**config.mk**
```make
export PLATFORM = sky130hd
export DESIGN_NAME = host_bus_strap_and_decode
export DESIGN_NICKNAME = d
export VERILOG_FILES = /design/src/inc/host_bus_pkg.sv /design/src/rtl/strap_sync.sv /design/src/rtl/host_bus_strap_and_decode.sv
export VERILOG_INCLUDE_DIRS = /design/src /design/src/inc
export SDC_FILE = /design/constraint.sdc
export NUM_CORES = 1
export LEC_CHECK = 0
export ABC_CLOCK_PERIOD_IN_PS = 3700
export BUFFER_PORTS_ARGS = -buffer_cell sky130_fd_sc_hd__buf_2
export CAP_MARGIN = 10
export CORE_AREA = 2 2 86 88
export DETAILED_ROUTE_END_ITERATION = 10
export DIE_AREA = 0 0 88 90
export PLACE_DENSITY = 0.81
export SLEW_MARGIN = 20
export SYNTH_ARGS = -nofsm -noshare
export SYNTH_HDL_FRONTEND = slang
export SYNTH_HIERARCHICAL = 1
export SYNTH_SLANG_ARGS = --single-unit
```
**constraint.sdc**
```tcl
create_clock -name clk -period 3.7 [get_ports clk]
set_input_delay 0.185 -clock clk [delete_from_list [all_inputs] [get_ports clk]]
set_output_delay 0.185 -clock clk [all_outputs]
set_load 0.02 [all_outputs]
```
**src/inc/host_bus_cfg.svh**
```systemverilog
`ifndef HOST_BUS_CFG_SVH
`define HOST_BUS_CFG_SVH

// ==========================================================
// Clock
`define HB_CLK_MHZ 20
`define HB_SYNC_STAGES 2'd2

// ==========================================================
// Strap vector layout
`define HB_STRAP_WIDTH 6
`define HB_STRAP_SEL_MSB 2
`define HB_STRAP_SEL_LSB 0
`define HB_STRAP_ENDIAN 3
`define HB_STRAP_POWER 4
`define HB_STRAP_START 5

// ==========================================================
// Bus-select patterns
`define HB_SEL_SH_A 3'h0
`define HB_SEL_SH_B 3'h1
`define HB_SEL_68K_A 3'h3
`define HB_SEL_68K_B 3'h5
`define HB_SEL_GENERIC 3'h7

// ==========================================================
// Host window map
`define HB_BUF_LIMIT 16'ha000
`define HB_REG_BASE 16'hffe0
`define HB_REG_INDEX_MSB 4
`define HB_REV_INDEX 5'h00
`define HB_IDLE_BYTE_EN 2'h3
`define HB_ZERO_WORD 16'h0000
`define HB_ZERO_BYTE 8'h00

`endif

```
**src/inc/host_bus_pkg.sv**
```systemverilog
package host_bus_pkg;

  typedef enum logic [6:0] {
    MODE_RESERVED = 7'h01,
    MODE_SH_A = 7'h02,
    MODE_SH_B = 7'h04,
    MODE_68K_A = 7'h08,
    MODE_68K_B = 7'h10,
    MODE_GEN_1 = 7'h20,
    MODE_GEN_2 = 7'h40
  } bus_mode_e;

  typedef enum logic [3:0] {
    ST_IDLE = 4'h1,
    ST_ACCESS = 4'h2,
    ST_ACK = 4'h4,
    ST_HOLD = 4'h8
  } host_state_e;

endpackage : host_bus_pkg

```
**src/rtl/strap_sync.sv**
```systemverilog
`timescale 1ns/1ps
`default_nettype none
`include "host_bus_cfg.svh"

module strap_sync #(
  parameter int WIDTH = `HB_STRAP_WIDTH
) (
  // Clock and reset
  input wire logic clk,
  input wire logic resetn,
  // Pins and synchronised copy
  input wire logic [WIDTH-1:0] pinIn,
  output logic [WIDTH-1:0] syncOut
);

  logic [WIDTH-1:0] stage1;
  logic [WIDTH-1:0] next_stage1;
  logic [WIDTH-1:0] next_syncOut;

  // ==========================================================
  // Two flops per bit; first stage feeds only the second
  genvar i;
  generate
    for (i = 0; i < WIDTH; i++) begin : g_bit
      always_comb begin
        next_stage1[i] = pinIn[i];
        next_syncOut[i] = stage1[i];
      end
      always_ff @(posedge clk or negedge resetn) begin
        if (!resetn) begin
          stage1[i] <= 1'b0;
          syncOut[i] <= 1'b0;
        end else begin
          stage1[i] <= next_stage1[i];
          syncOut[i] <= next_syncOut[i];
        end
      end
    end
  endgenerate

endmodule : strap_sync

`default_nettype wire

```
**src/rtl/host_bus_strap_and_decode.sv**
```systemverilog
`timescale 1ns/1ps
`default_nettype none
`include "host_bus_cfg.svh"

// Overview of operation
// - Straps captured on the third clock after reset release, then held
// - Byte-order strap low little, high big
// - Panel-power strap sets power output polarity
// - Bus-select straps and bus-start pick protocol
// - Lowest 40K of window is display buffer
// - Registers occupy top 32 bytes of window
// - Cycle ends only on acknowledge from wait
// - Index zero reads revision, repeatable
// - Wait holds host until access completes
module host_bus_strap_and_decode #(
  // Arbitrary neutral value
  parameter logic [7:0] REVISION = 8'h01
) (
  // Clock and reset
  input wire logic clk,
  input wire logic resetn,
  // Strap pins
  input wire logic busSelectStrap0,
  input wire logic busSelectStrap1,
  input wire logic busSelectStrap2,
  input wire logic byteOrderStrap,
  input wire logic panelPowerPolarityStrap,
  input wire logic busStartStrap,
  // Host bus
  input wire logic csN,
  input wire logic rdN,
  input wire logic [1:0] weN,
  input wire logic [15:0] addr,
  input wire logic [15:0] dataIn,
  output logic [15:0] dataOut,
  output logic dataOutEnN,
  output logic waitN,
  // Internal access port
  output logic accReq,
  output logic accIsReg,
  output logic accWrite,
  output logic [15:0] accAddr,
  output logic [1:0] accByteEn,
  output logic [15:0] accWdata,
  input wire logic accDone,
  input wire logic [15:0] accRdata,
  // Panel power and configuration
  input wire logic panelPowerOn,
  output logic panelPowerControl,
  output host_bus_pkg::bus_mode_e busMode,
  output logic bigEndian,
  output logic configured
);

  logic [`HB_STRAP_WIDTH-1:0] syncStraps;
  logic [1:0] settle;
  logic [1:0] next_settle;
  logic next_configured, next_bigEndian, next_powerActiveHigh, next_panelPowerControl;
  host_bus_pkg::bus_mode_e next_busMode;
  logic powerActiveHigh;
  host_bus_pkg::host_state_e state;
  host_bus_pkg::host_state_e next_state;
  logic isRead, next_isRead, next_accReq, next_accIsReg, next_accWrite;
  logic [15:0] next_accAddr;
  logic [1:0] next_accByteEn;
  logic [15:0] next_accWdata;
  logic [15:0] next_dataOut;
  logic next_dataOutEnN, next_waitN;
  logic start, inBuf, inReg, isRev;

  strap_sync #(.WIDTH(`HB_STRAP_WIDTH)) u_sync (
    .clk(clk),
    .resetn(resetn),
    .pinIn({busStartStrap, panelPowerPolarityStrap, byteOrderStrap,
            busSelectStrap2, busSelectStrap1, busSelectStrap0}),
    .syncOut(syncStraps)
  );

  function automatic host_bus_pkg::bus_mode_e decodeMode(input logic [2:0] sel,
                                                         input logic bs);
    case (sel)
      `HB_SEL_SH_A: decodeMode = host_bus_pkg::MODE_SH_A;
      `HB_SEL_SH_B: decodeMode = host_bus_pkg::MODE_SH_B;
      `HB_SEL_68K_A: decodeMode = host_bus_pkg::MODE_68K_A;
      `HB_SEL_68K_B: decodeMode = host_bus_pkg::MODE_68K_B;
      `HB_SEL_GENERIC: decodeMode = bs ? host_bus_pkg::MODE_GEN_2 : host_bus_pkg::MODE_GEN_1;
      default: decodeMode = host_bus_pkg::MODE_RESERVED;
    endcase
  endfunction : decodeMode

  function automatic logic [15:0] laneSwap(input logic [15:0] d, input logic swap);
    laneSwap = swap ? {d[7:0], d[15:8]} : d;
  endfunction : laneSwap

  // ==========================================================
  // Strap capture
  // Waits for the synchroniser to fill so the pins, not reset zeros, are taken
  always_comb begin
    next_settle = settle;
    next_configured = configured;
    next_busMode = busMode;
    next_bigEndian = bigEndian;
    next_powerActiveHigh = powerActiveHigh;
    if (!configured) begin
      if (settle == `HB_SYNC_STAGES) begin
        next_configured = 1'b1;
        next_busMode = decodeMode(syncStraps[`HB_STRAP_SEL_MSB:`HB_STRAP_SEL_LSB],
                                  syncStraps[`HB_STRAP_START]);
        next_bigEndian = syncStraps[`HB_STRAP_ENDIAN];
        next_powerActiveHigh = syncStraps[`HB_STRAP_POWER];
      end else begin
        next_settle = settle + 2'd1;
      end
    end
    next_panelPowerControl = powerActiveHigh ? panelPowerOn : !panelPowerOn;
  end

  always_ff @(posedge clk or negedge resetn) begin
    if (!resetn) begin
      settle <= 2'd0;
      configured <= 1'b0;
      busMode <= host_bus_pkg::MODE_RESERVED;
      bigEndian <= 1'b0;
      powerActiveHigh <= 1'b0;
      panelPowerControl <= 1'b0;
    end else begin
      settle <= next_settle;
      configured <= next_configured;
      busMode <= next_busMode;
      bigEndian <= next_bigEndian;
      powerActiveHigh <= next_powerActiveHigh;
      panelPowerControl <= next_panelPowerControl;
    end
  end

  // ==========================================================
  // Host cycle
  always_comb begin
    inBuf = addr < `HB_BUF_LIMIT;
    inReg = addr >= `HB_REG_BASE;
    isRev = inReg && (addr[`HB_REG_INDEX_MSB:0] == `HB_REV_INDEX);
    start = (state == host_bus_pkg::ST_IDLE) && configured &&
            (busMode != host_bus_pkg::MODE_RESERVED) && !csN &&
            (!rdN || (weN != `HB_IDLE_BYTE_EN));
  end

  always_comb begin
    next_state = state;
    next_isRead = isRead;
    next_accReq = accReq;
    next_accIsReg = accIsReg;
    next_accWrite = accWrite;
    next_accAddr = accAddr;
    next_accByteEn = accByteEn;
    next_accWdata = accWdata;
    next_dataOut = dataOut;
    next_dataOutEnN = dataOutEnN;
    next_waitN = 1'b0;
    case (state)
      host_bus_pkg::ST_IDLE: begin
        next_dataOutEnN = 1'b1;
        if (start) begin
          next_isRead = !rdN;
          next_accWrite = rdN;
          next_accAddr = addr;
          next_accIsReg = inReg;
          next_accByteEn = rdN ? (bigEndian ? {~weN[0], ~weN[1]} : ~weN) : `HB_IDLE_BYTE_EN;
          next_accWdata = laneSwap(dataIn, bigEndian);
          if ((inBuf || inReg) && !isRev) begin
            next_accReq = 1'b1;
            next_state = host_bus_pkg::ST_ACCESS;
          end else begin
            // local revision answer; unmapped reads as zero
            next_dataOut = isRev ? laneSwap({`HB_ZERO_BYTE, REVISION}, bigEndian)
                                 : `HB_ZERO_WORD;
            next_dataOutEnN = rdN;
            next_waitN = 1'b1;
            next_state = host_bus_pkg::ST_ACK;
          end
        end
      end
      host_bus_pkg::ST_ACCESS: begin
        if (accDone) begin
          next_accReq = 1'b0;
          next_dataOut = laneSwap(accRdata, bigEndian);
          next_dataOutEnN = !isRead;
          next_waitN = 1'b1;
          next_state = host_bus_pkg::ST_ACK;
        end
      end
      host_bus_pkg::ST_ACK: begin
        next_state = host_bus_pkg::ST_HOLD;
      end
      host_bus_pkg::ST_HOLD: begin
        if (csN) begin
          next_dataOutEnN = 1'b1;
          next_state = host_bus_pkg::ST_IDLE;
        end
      end
      default: begin
        next_state = host_bus_pkg::ST_IDLE;
      end
    endcase
  end

  always_ff @(posedge clk or negedge resetn) begin
    if (!resetn) begin
      state <= host_bus_pkg::ST_IDLE;
      isRead <= 1'b0;
      accReq <= 1'b0;
      accIsReg <= 1'b0;
      accWrite <= 1'b0;
      accAddr <= `HB_ZERO_WORD;
      accByteEn <= `HB_IDLE_BYTE_EN;
      accWdata <= `HB_ZERO_WORD;
      dataOut <= `HB_ZERO_WORD;
      dataOutEnN <= 1'b1;
      waitN <= 1'b0;
    end else begin
      state <= next_state;
      isRead <= next_isRead;
      accReq <= next_accReq;
      accIsReg <= next_accIsReg;
      accWrite <= next_accWrite;
      accAddr <= next_accAddr;
      accByteEn <= next_accByteEn;
      accWdata <= next_accWdata;
      dataOut <= next_dataOut;
      dataOutEnN <= next_dataOutEnN;
      waitN <= next_waitN;
    end
  end
endmodule : host_bus_strap_and_decode

`default_nettype wire

```
==> summary.txt, run 1 <==
Global route
  – Remaining Overflow, GRT: 0
  – Total routing resource utilization after global routing: 20.4%
  – Number of antenna violations at the first check in global routing: 0
  – Vias in the first global route: ~2.7k
  – Maximum number of pins on one net before global-route repair: 86
  – First-pass GRT wire length: 12.5 mm

Detailed routing
  – Routed wirelength normalized by instance count: approximately 14 um
  – Total Routed Length: between 7 and 8 mm
  – Antenna viol nets, final: 0
  – Post-detailed-route DRC marker count: 0
  – TritonRoute pass-1 iters: 4
  – Via Count: about 2.7k
  – Initial drt markers: ~90
  – Mean number of vias per cell: 5.11

Power and ir drop
  – Switching Share: about a third
  – Combinational fraction of design power: between 30% and 40%
  – Clock Power Share: a little under a quarter
  – Internal Dissipation: 0.00186 W
  – Pwr/cell area: slightly above 600 nW/um^2
  – Total chip power: 0.00286 W
  – Leakage: around 2.4 nW
  – Share of power burned in registers: 45.2%
  – Switching component of the power: ~0.0010 W
  – Worst voltage drop across the vdd grid: between 0.4 and 0.5 mV

Clock tree
  – Clock tree from TritonCTS: yes
  – Clock edge transition at the registers on the reported setup and hold paths: approximately 0.080 ns
  – Clock H-tree levels: 3
  – CTS Root Buffer Type: clkbuf_8
  – Cts bufs inserted: 9
  – Count of clock tree sinks: 85
  – Number of resized instances in the post-cts repair step: 0
  – Clk_lat worst skew: 0.36 ns
  – Maximum clock path buffer count: 2

STA
  – Final hold violation count: 0
  – Worst clock skew: between 0.015 and 0.02 ns
  – Max-slew violation total from the final report: 0
  – Final sum of negative setup slack: 0 ns
  – Final setup vio count: 0
  – Worst rel slew slack: 34.0%
  – Worst Max-Slew Pin Slew: approximately 0.99 ns
  – Achievable Freq: 476 MHz
  – Minimum clock period after layout: ~2.1 ns
  – RSZ-0062 raised after global routing: false
  – Post-route fraction of the period consumed by the critical path: approximately 57%

Synth
  – Per-instance average area after synthesis: about 12 um^2
  – Library cells used by synthesis: 41
  – Proportion of synthesized chip area in sequential cells: about three fifths
  – Dominant cell type by area after synthesis: dfrtp_1
  – Area fraction of the dominant cell type after synthesis: a little over half
  – Most instantiated library cell after synthesis: dfrtp_1
  – Cells after Synth: 296
  – Mapped Nets: between 300 and 400
  – Top_reg_cell synth: dfrtp_1
  – FFs w/ async S/R, synth: between 90% and 100%
  – Most frequent cells after synthesis: dfrtp_1, mux2i_1, nor2_1, mux2_2, a21oi_1
  – Cell area after synthesis: roughly 3600 um^2
  – Number of synthesized flops with an enable pin: 0
  – Synth warn: 6
  – Seq cells post-synth: 85
  – Synth top area cells: dfrtp_1, mux2i_1, mux2_2

Finish
  – Diodes inserted: 0
  – Post-layout nets: around 490
  – Layout Area Growth over Synthesis: 26.3%
  – Total of fill cells in the finished design: ~560
  – Fraction of layout instances using a drive strength above 1: 41.5%
  – Core utilization of the finished layout: approximately two thirds
  – Cell area after layout: ~4600 um^2

Worst setup path
  – Critical Path Fanout Max: 18
  – Worst setup path category: flop to flop
  – Sort of element at the end of the critical path: flop
  – Critical Path Source Type: flop
  – Arrival time reported for the critical path endpoint: 2.33 ns
  – Critical path data required time: just under 4 ns

Placed design
  – Number of buffer cells added on primary ports: around 130
  – Post-DP HPWL: 5.57 mm
  – Final RePlAce weighted congestion: ~0.78
  – Post-detailed-placement cell area: ~4300 um^2

Hold path
  – Min-Delay Path Class: input pin to flop

Run status
  – Outcome: completed

Die
  – Die boundary height: about 90 um
  – Std-Cell Rows: 31
  – Top-level I/O count: 127
  – Die W: 88 um
  – Initial Utilization: between 50 and 60%
  – Overall die area: between 7000 and 8000 um^2
  – Core ar.: about 7000 um^2

Flow run
  – Max-cap violations: 0
flip-flops by register name, indices dropped and copies added (netlist names), 2 cells and up:
register	count
accAddr	16
accWdata	16
dataOut	16
busMode	7
u_sync/next_syncOut	6
u_sync/syncOut	6
state	4
accByteEn	2
settle	2
routing by layer:
metal | share of wire (%) | track usage (%)
met1 | 42 | 25.3
met2 | 50 | 33.5
met3 | 6.2 | 5.23
met4 | 1.8 | 8.46
met5 | 0 | 0
metrics by stage:
| step | worst slack, ns | hold slack (ns) | cells |
|---|---|---|---|
| finish | 1.60 | 0.0532 | 530 |
| global route | 1.45 | 0.0661 | 530 |
| CTS | 1.60 | 0.0372 | 529 |
| detailed placement | 1.61 | 0.295 | 506 |
| floorplan | 1.94 | -0.111 | 296 |
| global placement | 1.66 | 0.292 | 506 |
power groups by stage:
stage / Sequential (W) / Clock (W) / Combinational, W
after floorplan: 0.00155 / 0 / 0.000343
after global placement: 0.00130 / 0 / 0.000900
after detailed placement: 0.00131 / 0 / 0.000925
after CTS: 0.00129 / 0.000667 / 0.000932
after global routing: 0.00132 / 0.000701 / 0.00100
final: 0.00129 / 0.000647 / 0.000918
worst max-delay path: stages (launching register included):
cell and delay [ns]:
dfstp_2 0.58, nor2b_1 0.08, nand3_1 0.42, a21boi_4 0.55
mux2_4 0.34
layout make-up:
type                       count  area (um^2)  area share [%]
tap                           99          124            2.69
clock inverter                 4         50.0            1.09
timing repair buffer         135          724            15.7
sequential                    85         2130            46.3
inverter                       8         30.0           0.652
multi-input combinational    187         1400            30.3
clock buffer                  12          145            3.15
logic make-up after synthesis:
group	after synthesis	share of synthesized area, %
AO/OA/AOI/OAI	53	10.2
XOR/XNOR	2	0.481
adder cells (fa/ha/maj)	1	0.343
buffers and inverters	24	3.16
flip-flops	85	58.5
multiplexers	60	17.7
AND/OR/NAND/NOR	71	9.64
layout by cell type, fill, tap and decap left out, drive strengths merged, types with 2 or more instances in the layout:
cell and n:
buf 127, dfrtp 80, mux2i 33, mux2 27, nor2 26, a21oi 18
nor3 17, a21o 14, nand2 12, clkbuf 12, inv 8, dlygate4sd3 8
dfstp 5, nand3 5, o22ai 4, o31ai 4, o21a 3, nand4 3
a31oi 3, xnor2 2, o21ai 2, a22o 2, clkinvlp 2
worst paths after layout:
| check | startpoint | end | slack, ns | depth (start not counted) |
|---|---|---|---|---|
| min reg2reg | u_sync/next_syncOut[1] | u_sync/syncOut[1] | 0.35 | 0 |
| max reg2reg | state[0] | dataOut[0] | 1.60 | 4 |
| max | state[0] | dataOut[0] | 1.60 | 4 |
| min | rdN | accByteEn[1] | 0.05 | 2 |
| min in group asynchronous | resetn | accWdata[5] | 0.43 | 2 |
| max in group asynchronous | resetn | bigEndian | 2.69 | 2 |
timing repair:
action | CTS | global route
endpoints found under the hold margin | 7 | 80
hold buffers | 7 | 1
setup buffers | 0 | 0
Power figures use the tool's default switching activity.
==> run 2, diff against run 1 <==
Settings changed: ABC_AREA from default to 1, ABC_CLOCK_PERIOD_IN_PS 3700 to 1700, CORE_AREA 2 2 86 88 to 2 2 96 98, DIE_AREA 0 0 88 90 to 0 0 98 100, PLACE_DENSITY 0.81 to 0.72.
Clock period 3.7 ns to 1.7 ns, I/O delays scaled along.
==> run 2 against run 1 <==
Clock power increased by 130%. Wire length increased by 26%. Clock skew decreased by 0.0020 ns. Total power increased to 2.5 times the previous value. Die area increased by 24%. Global-route usage decreased by 0.87 points. Worst hold slack got worse by 0.034 ns.
==> summary.txt, run 2 <==
Synth
  – Library cells used by synthesis: 35
  – Synth warn: 6
  – Number of synthesized flops with an enable pin: 0
  – Per-instance average area after synthesis: between 8 and 9 um^2
  – Cell area after synthesis: just under 4000 um^2
  – Area fraction of the dominant cell type after synthesis: around 51%
  – Mapped Nets: between 500 and 600
  – Seq cells post-synth: 85
  – Top_reg_cell synth: dfrtp_1
  – Most frequent cells after synthesis: nand2_1, dfrtp_1, inv_1, nor2_1, nand3_1
  – Synth top area cells: dfrtp_1, nand2_1, a31oi_2
  – Most instantiated library cell after synthesis: nand2_1
  – FFs w/ async S/R, synth: 100%
  – Cells after Synth: ~450
  – Dominant cell type by area after synthesis: dfrtp_1
  – Proportion of synthesized chip area in sequential cells: a little over half

Global route
  – Remaining Overflow, GRT: 0
  – Vias in the first global route: roughly 3.4k
  – First-pass GRT wire length: ~16 mm
  – Maximum number of pins on one net before global-route repair: 44
  – Total routing resource utilization after global routing: around a fifth
  – Number of antenna violations at the first check in global routing: 0

Die
  – Overall die area: a little under 10000 um^2
  – Top-level I/O count: roughly 130
  – Core ar.: between 8000 and 9000 um^2
  – Die W: between 90 and 100 um
  – Std-Cell Rows: 35
  – Die boundary height: ~100 um
  – Initial Utilization: between 40% and 50%

Clock tree
  – Clk_lat worst skew: 0.35 ns
  – Clock edge transition at the registers on the reported setup and hold paths: around 0.10 ns
  – Clock H-tree levels: 3
  – CTS Root Buffer Type: clkbuf_8
  – Clock tree from TritonCTS: yes
  – Count of clock tree sinks: 85
  – Cts bufs inserted: 9
  – Maximum clock path buffer count: 2

Worst setup path
  – Delay of the slowest critical-path stage: 0.53 ns
  – Minimum setup slack among reg-to-reg paths: 0.12 ns
  – Sort of element at the end of the critical path: flop
  – Critical path data required time: between 1.5 and 2 ns
  – Critical R2R Capture: accReq
  – Highest-delay cell along the critical path: dlygate4sd3_1
  – Arrival time reported for the critical path endpoint: about 1.8 ns
  – Critical Path Source Type: input pin
  – Worst setup path category: input pin to flop
  – Worst-case reg-to-reg path depth: 8
  – Critical Path Fanout Max: 15
  – Startpoint of the worst-slack reg-to-reg timing path: busMode[0]
  – Crit-path cells: dlygate4sd3_1 -> buf_2 -> nor2_1 -> nand2_1 -> nor2_1 -> nand4_1 -> nand2_2 -> nand2_4 -> buf_6 -> nand3_1 -> nand2_1

Finish
  – Commonest non-fill, non-tap cell in the layout: nand2_1
  – Layout Area Growth over Synthesis: 32.6%
  – Diodes inserted: 0
  – Top library cells by usage in the layout, fill and taps aside: nand2_1, buf_2, dfrtp_1
  – Core utilization of the finished layout: roughly three fifths
  – Total of fill cells in the finished design: 803
  – Area of the multi-input gates: 1520 um^2
  – Cell area after layout: 5170 um^2
  – Top flop regs: accAddr: 16 flops, accWdata: 16 flops, dataOut: 16 flops
  – Post-layout nets: about 670
  – Register Area: between 2000 and 2500 um^2
  – Fraction of layout instances using a drive strength above 1: roughly 31%

Detailed routing
  – Via Count: ~3.6k
  – Mean number of vias per cell: ~5
  – Antenna viol nets, final: 0
  – Total Routed Length: approximately 9.7 mm
  – Post-detailed-route DRC marker count: 0
  – Initial drt markers: around 180
  – Routed wirelength normalized by instance count: 13.3 um
  – TritonRoute pass-1 iters: 4

Hold path
  – Hold Crit Start: dataIn[14]
  – End point of the most critical hold path: accWdata[14]
  – Number of cells on the worst hold path: 3
  – Min-Delay Path Class: input pin to flop

STA
  – Worst rel slew slack: between 70 and 80%
  – Max-slew violation total from the final report: 0
  – Final setup vio count: 0
  – RSZ-0062 raised after global routing: true
  – Final hold violation count: 0
  – Worst Max-Slew Pin Slew: around 0.41 ns
  – Minimum clock period after layout: ~1.6 ns
  – Worst hold margin: just under 0.02 ns
  – Worst clock skew: between 0.015 and 0.02 ns
  – Achievable Freq: 624 MHz
  – Post-route fraction of the period consumed by the critical path: 94.3%

Placed design
  – Post-detailed-placement cell area: between 4000 and 5000 um^2
  – Number of buffer cells added on primary ports: around 130
  – Final RePlAce weighted congestion: around 0.87
  – Post-DP HPWL: about 6.8 mm

Power and ir drop
  – Combinational fraction of design power: a little under two fifths
  – Pwr/cell area: 1380 nW/um^2
  – Clock Power Share: between 20% and 30%
  – Worst voltage drop across the vdd grid: between 0.4 and 0.5 mV
  – Switching component of the power: 0.00283 W
  – Share of power burned in registers: between 40 and 50%
  – Switching Share: roughly two fifths
  – Leakage: around 2.7 nW
  – Internal Dissipation: approximately 0.0043 W

Flow run
  – Max-cap violations: 0

Run status
  – Outcome: completed
## run 2: changes by cell type in the layout (fill, tap and decap cells not counted), moves of 5 or more
cell | before | now
a21o_1 | 14 | 0
a31oi_1 | 2 | 7
a31oi_2 | 0 | 11
buf_4 | 1 | 6
dlygate4sd3_1 | 8 | 30
inv_1 | 8 | 28
mux2_2 | 21 | 0
mux2i_1 | 33 | 0
nand2_1 | 12 | 177
nand3_1 | 4 | 23
nor2_2 | 1 | 12
nor3_1 | 17 | 0
o21ai_0 | 2 | 19
## run 2: worst max-delay path: cells and delay by family
family | cells | cell delay, ns
AND/OR/NAND/NOR | 8 | 0.92
buffers and inverters | 3 | 0.82
## run 2: cell type report
class,instances,area share [%]
flip-flops and latches,85,41.2
multi-input cells,316,29.3
repair buffers,166,20.5
well taps,111,2.69
clock buffers,9,2.39
inverters,30,2.27
clock inverters,7,1.55
## run 2: how the worst max path moves through the flow
| stage | start | to | slack (ns) | cells after the start |
|---|---|---|---|---|
| floorplan | busMode[0] | accWdata[10] | 0.22 | 9 |
| global placement | state[0] | accReq | 0.18 | 8 |
| detailed placement | busMode[0] | accReq | 0.1 | 8 |
| CTS | addr[2] | dataOut[7] | 0.03 | 11 |
| global route | state[0] | accReq | -0.01 | 8 |
| finish | addr[2] | dataOut[10] | 0.1 | 11 |
## run 2: logic make-up after synthesis
kind of cell | count (synthesis) | share of synthesized area [%]
flops | 85 | 54.7
buf+inv | 51 | 6.45
simple gates | 252 | 27.5
fa+ha+maj | 1 | 0.321
compound gates | 61 | 10.6
xor+xnor | 2 | 0.449
## run 2: metrics by stage
stage | std cells | setup WS, ns | TNS, ns | power [W]
global route | 724 | -0.00951 | -0.00951 | 0.00760
floorplan | 452 | 0.225 | 0 | 0.00477
CTS | 724 | 0.0264 | 0 | 0.00717
finish | 724 | 0.0969 | 0 | 0.00715
global placement | 678 | 0.179 | 0 | 0.00556
detailed placement | 678 | 0.0982 | 0 | 0.00564
## run 2: timing repair
item,CTS,global route
hold buffers,30,0
gates resized for setup,0,6
endpoints found under the hold margin,55,0
setup endpoints to repair,0,19
setup buffers,0,0
## run 2: power groups by stage
stage	registers (W)	logic (W)	clock network, W
3_5_place_dp	0.00298	0.00265	0
4_1_cts	0.00295	0.00271	0.00151
5_1_grt	0.00303	0.00298	0.00159
6_report	0.00296	0.00272	0.00146
3_3_place_gp	0.00297	0.00259	0
2_1_floorplan	0.00358	0.00119	0
## run 2: layer usage
metal  wire length, um  vias up  global-route usage [%]
li1                  -     1757                       -
met1              4200     1713                    24.7
met3               532       16                    3.41
met5                 0        -                       0
met2              4760      122                    33.5
met4               167        0                    7.69
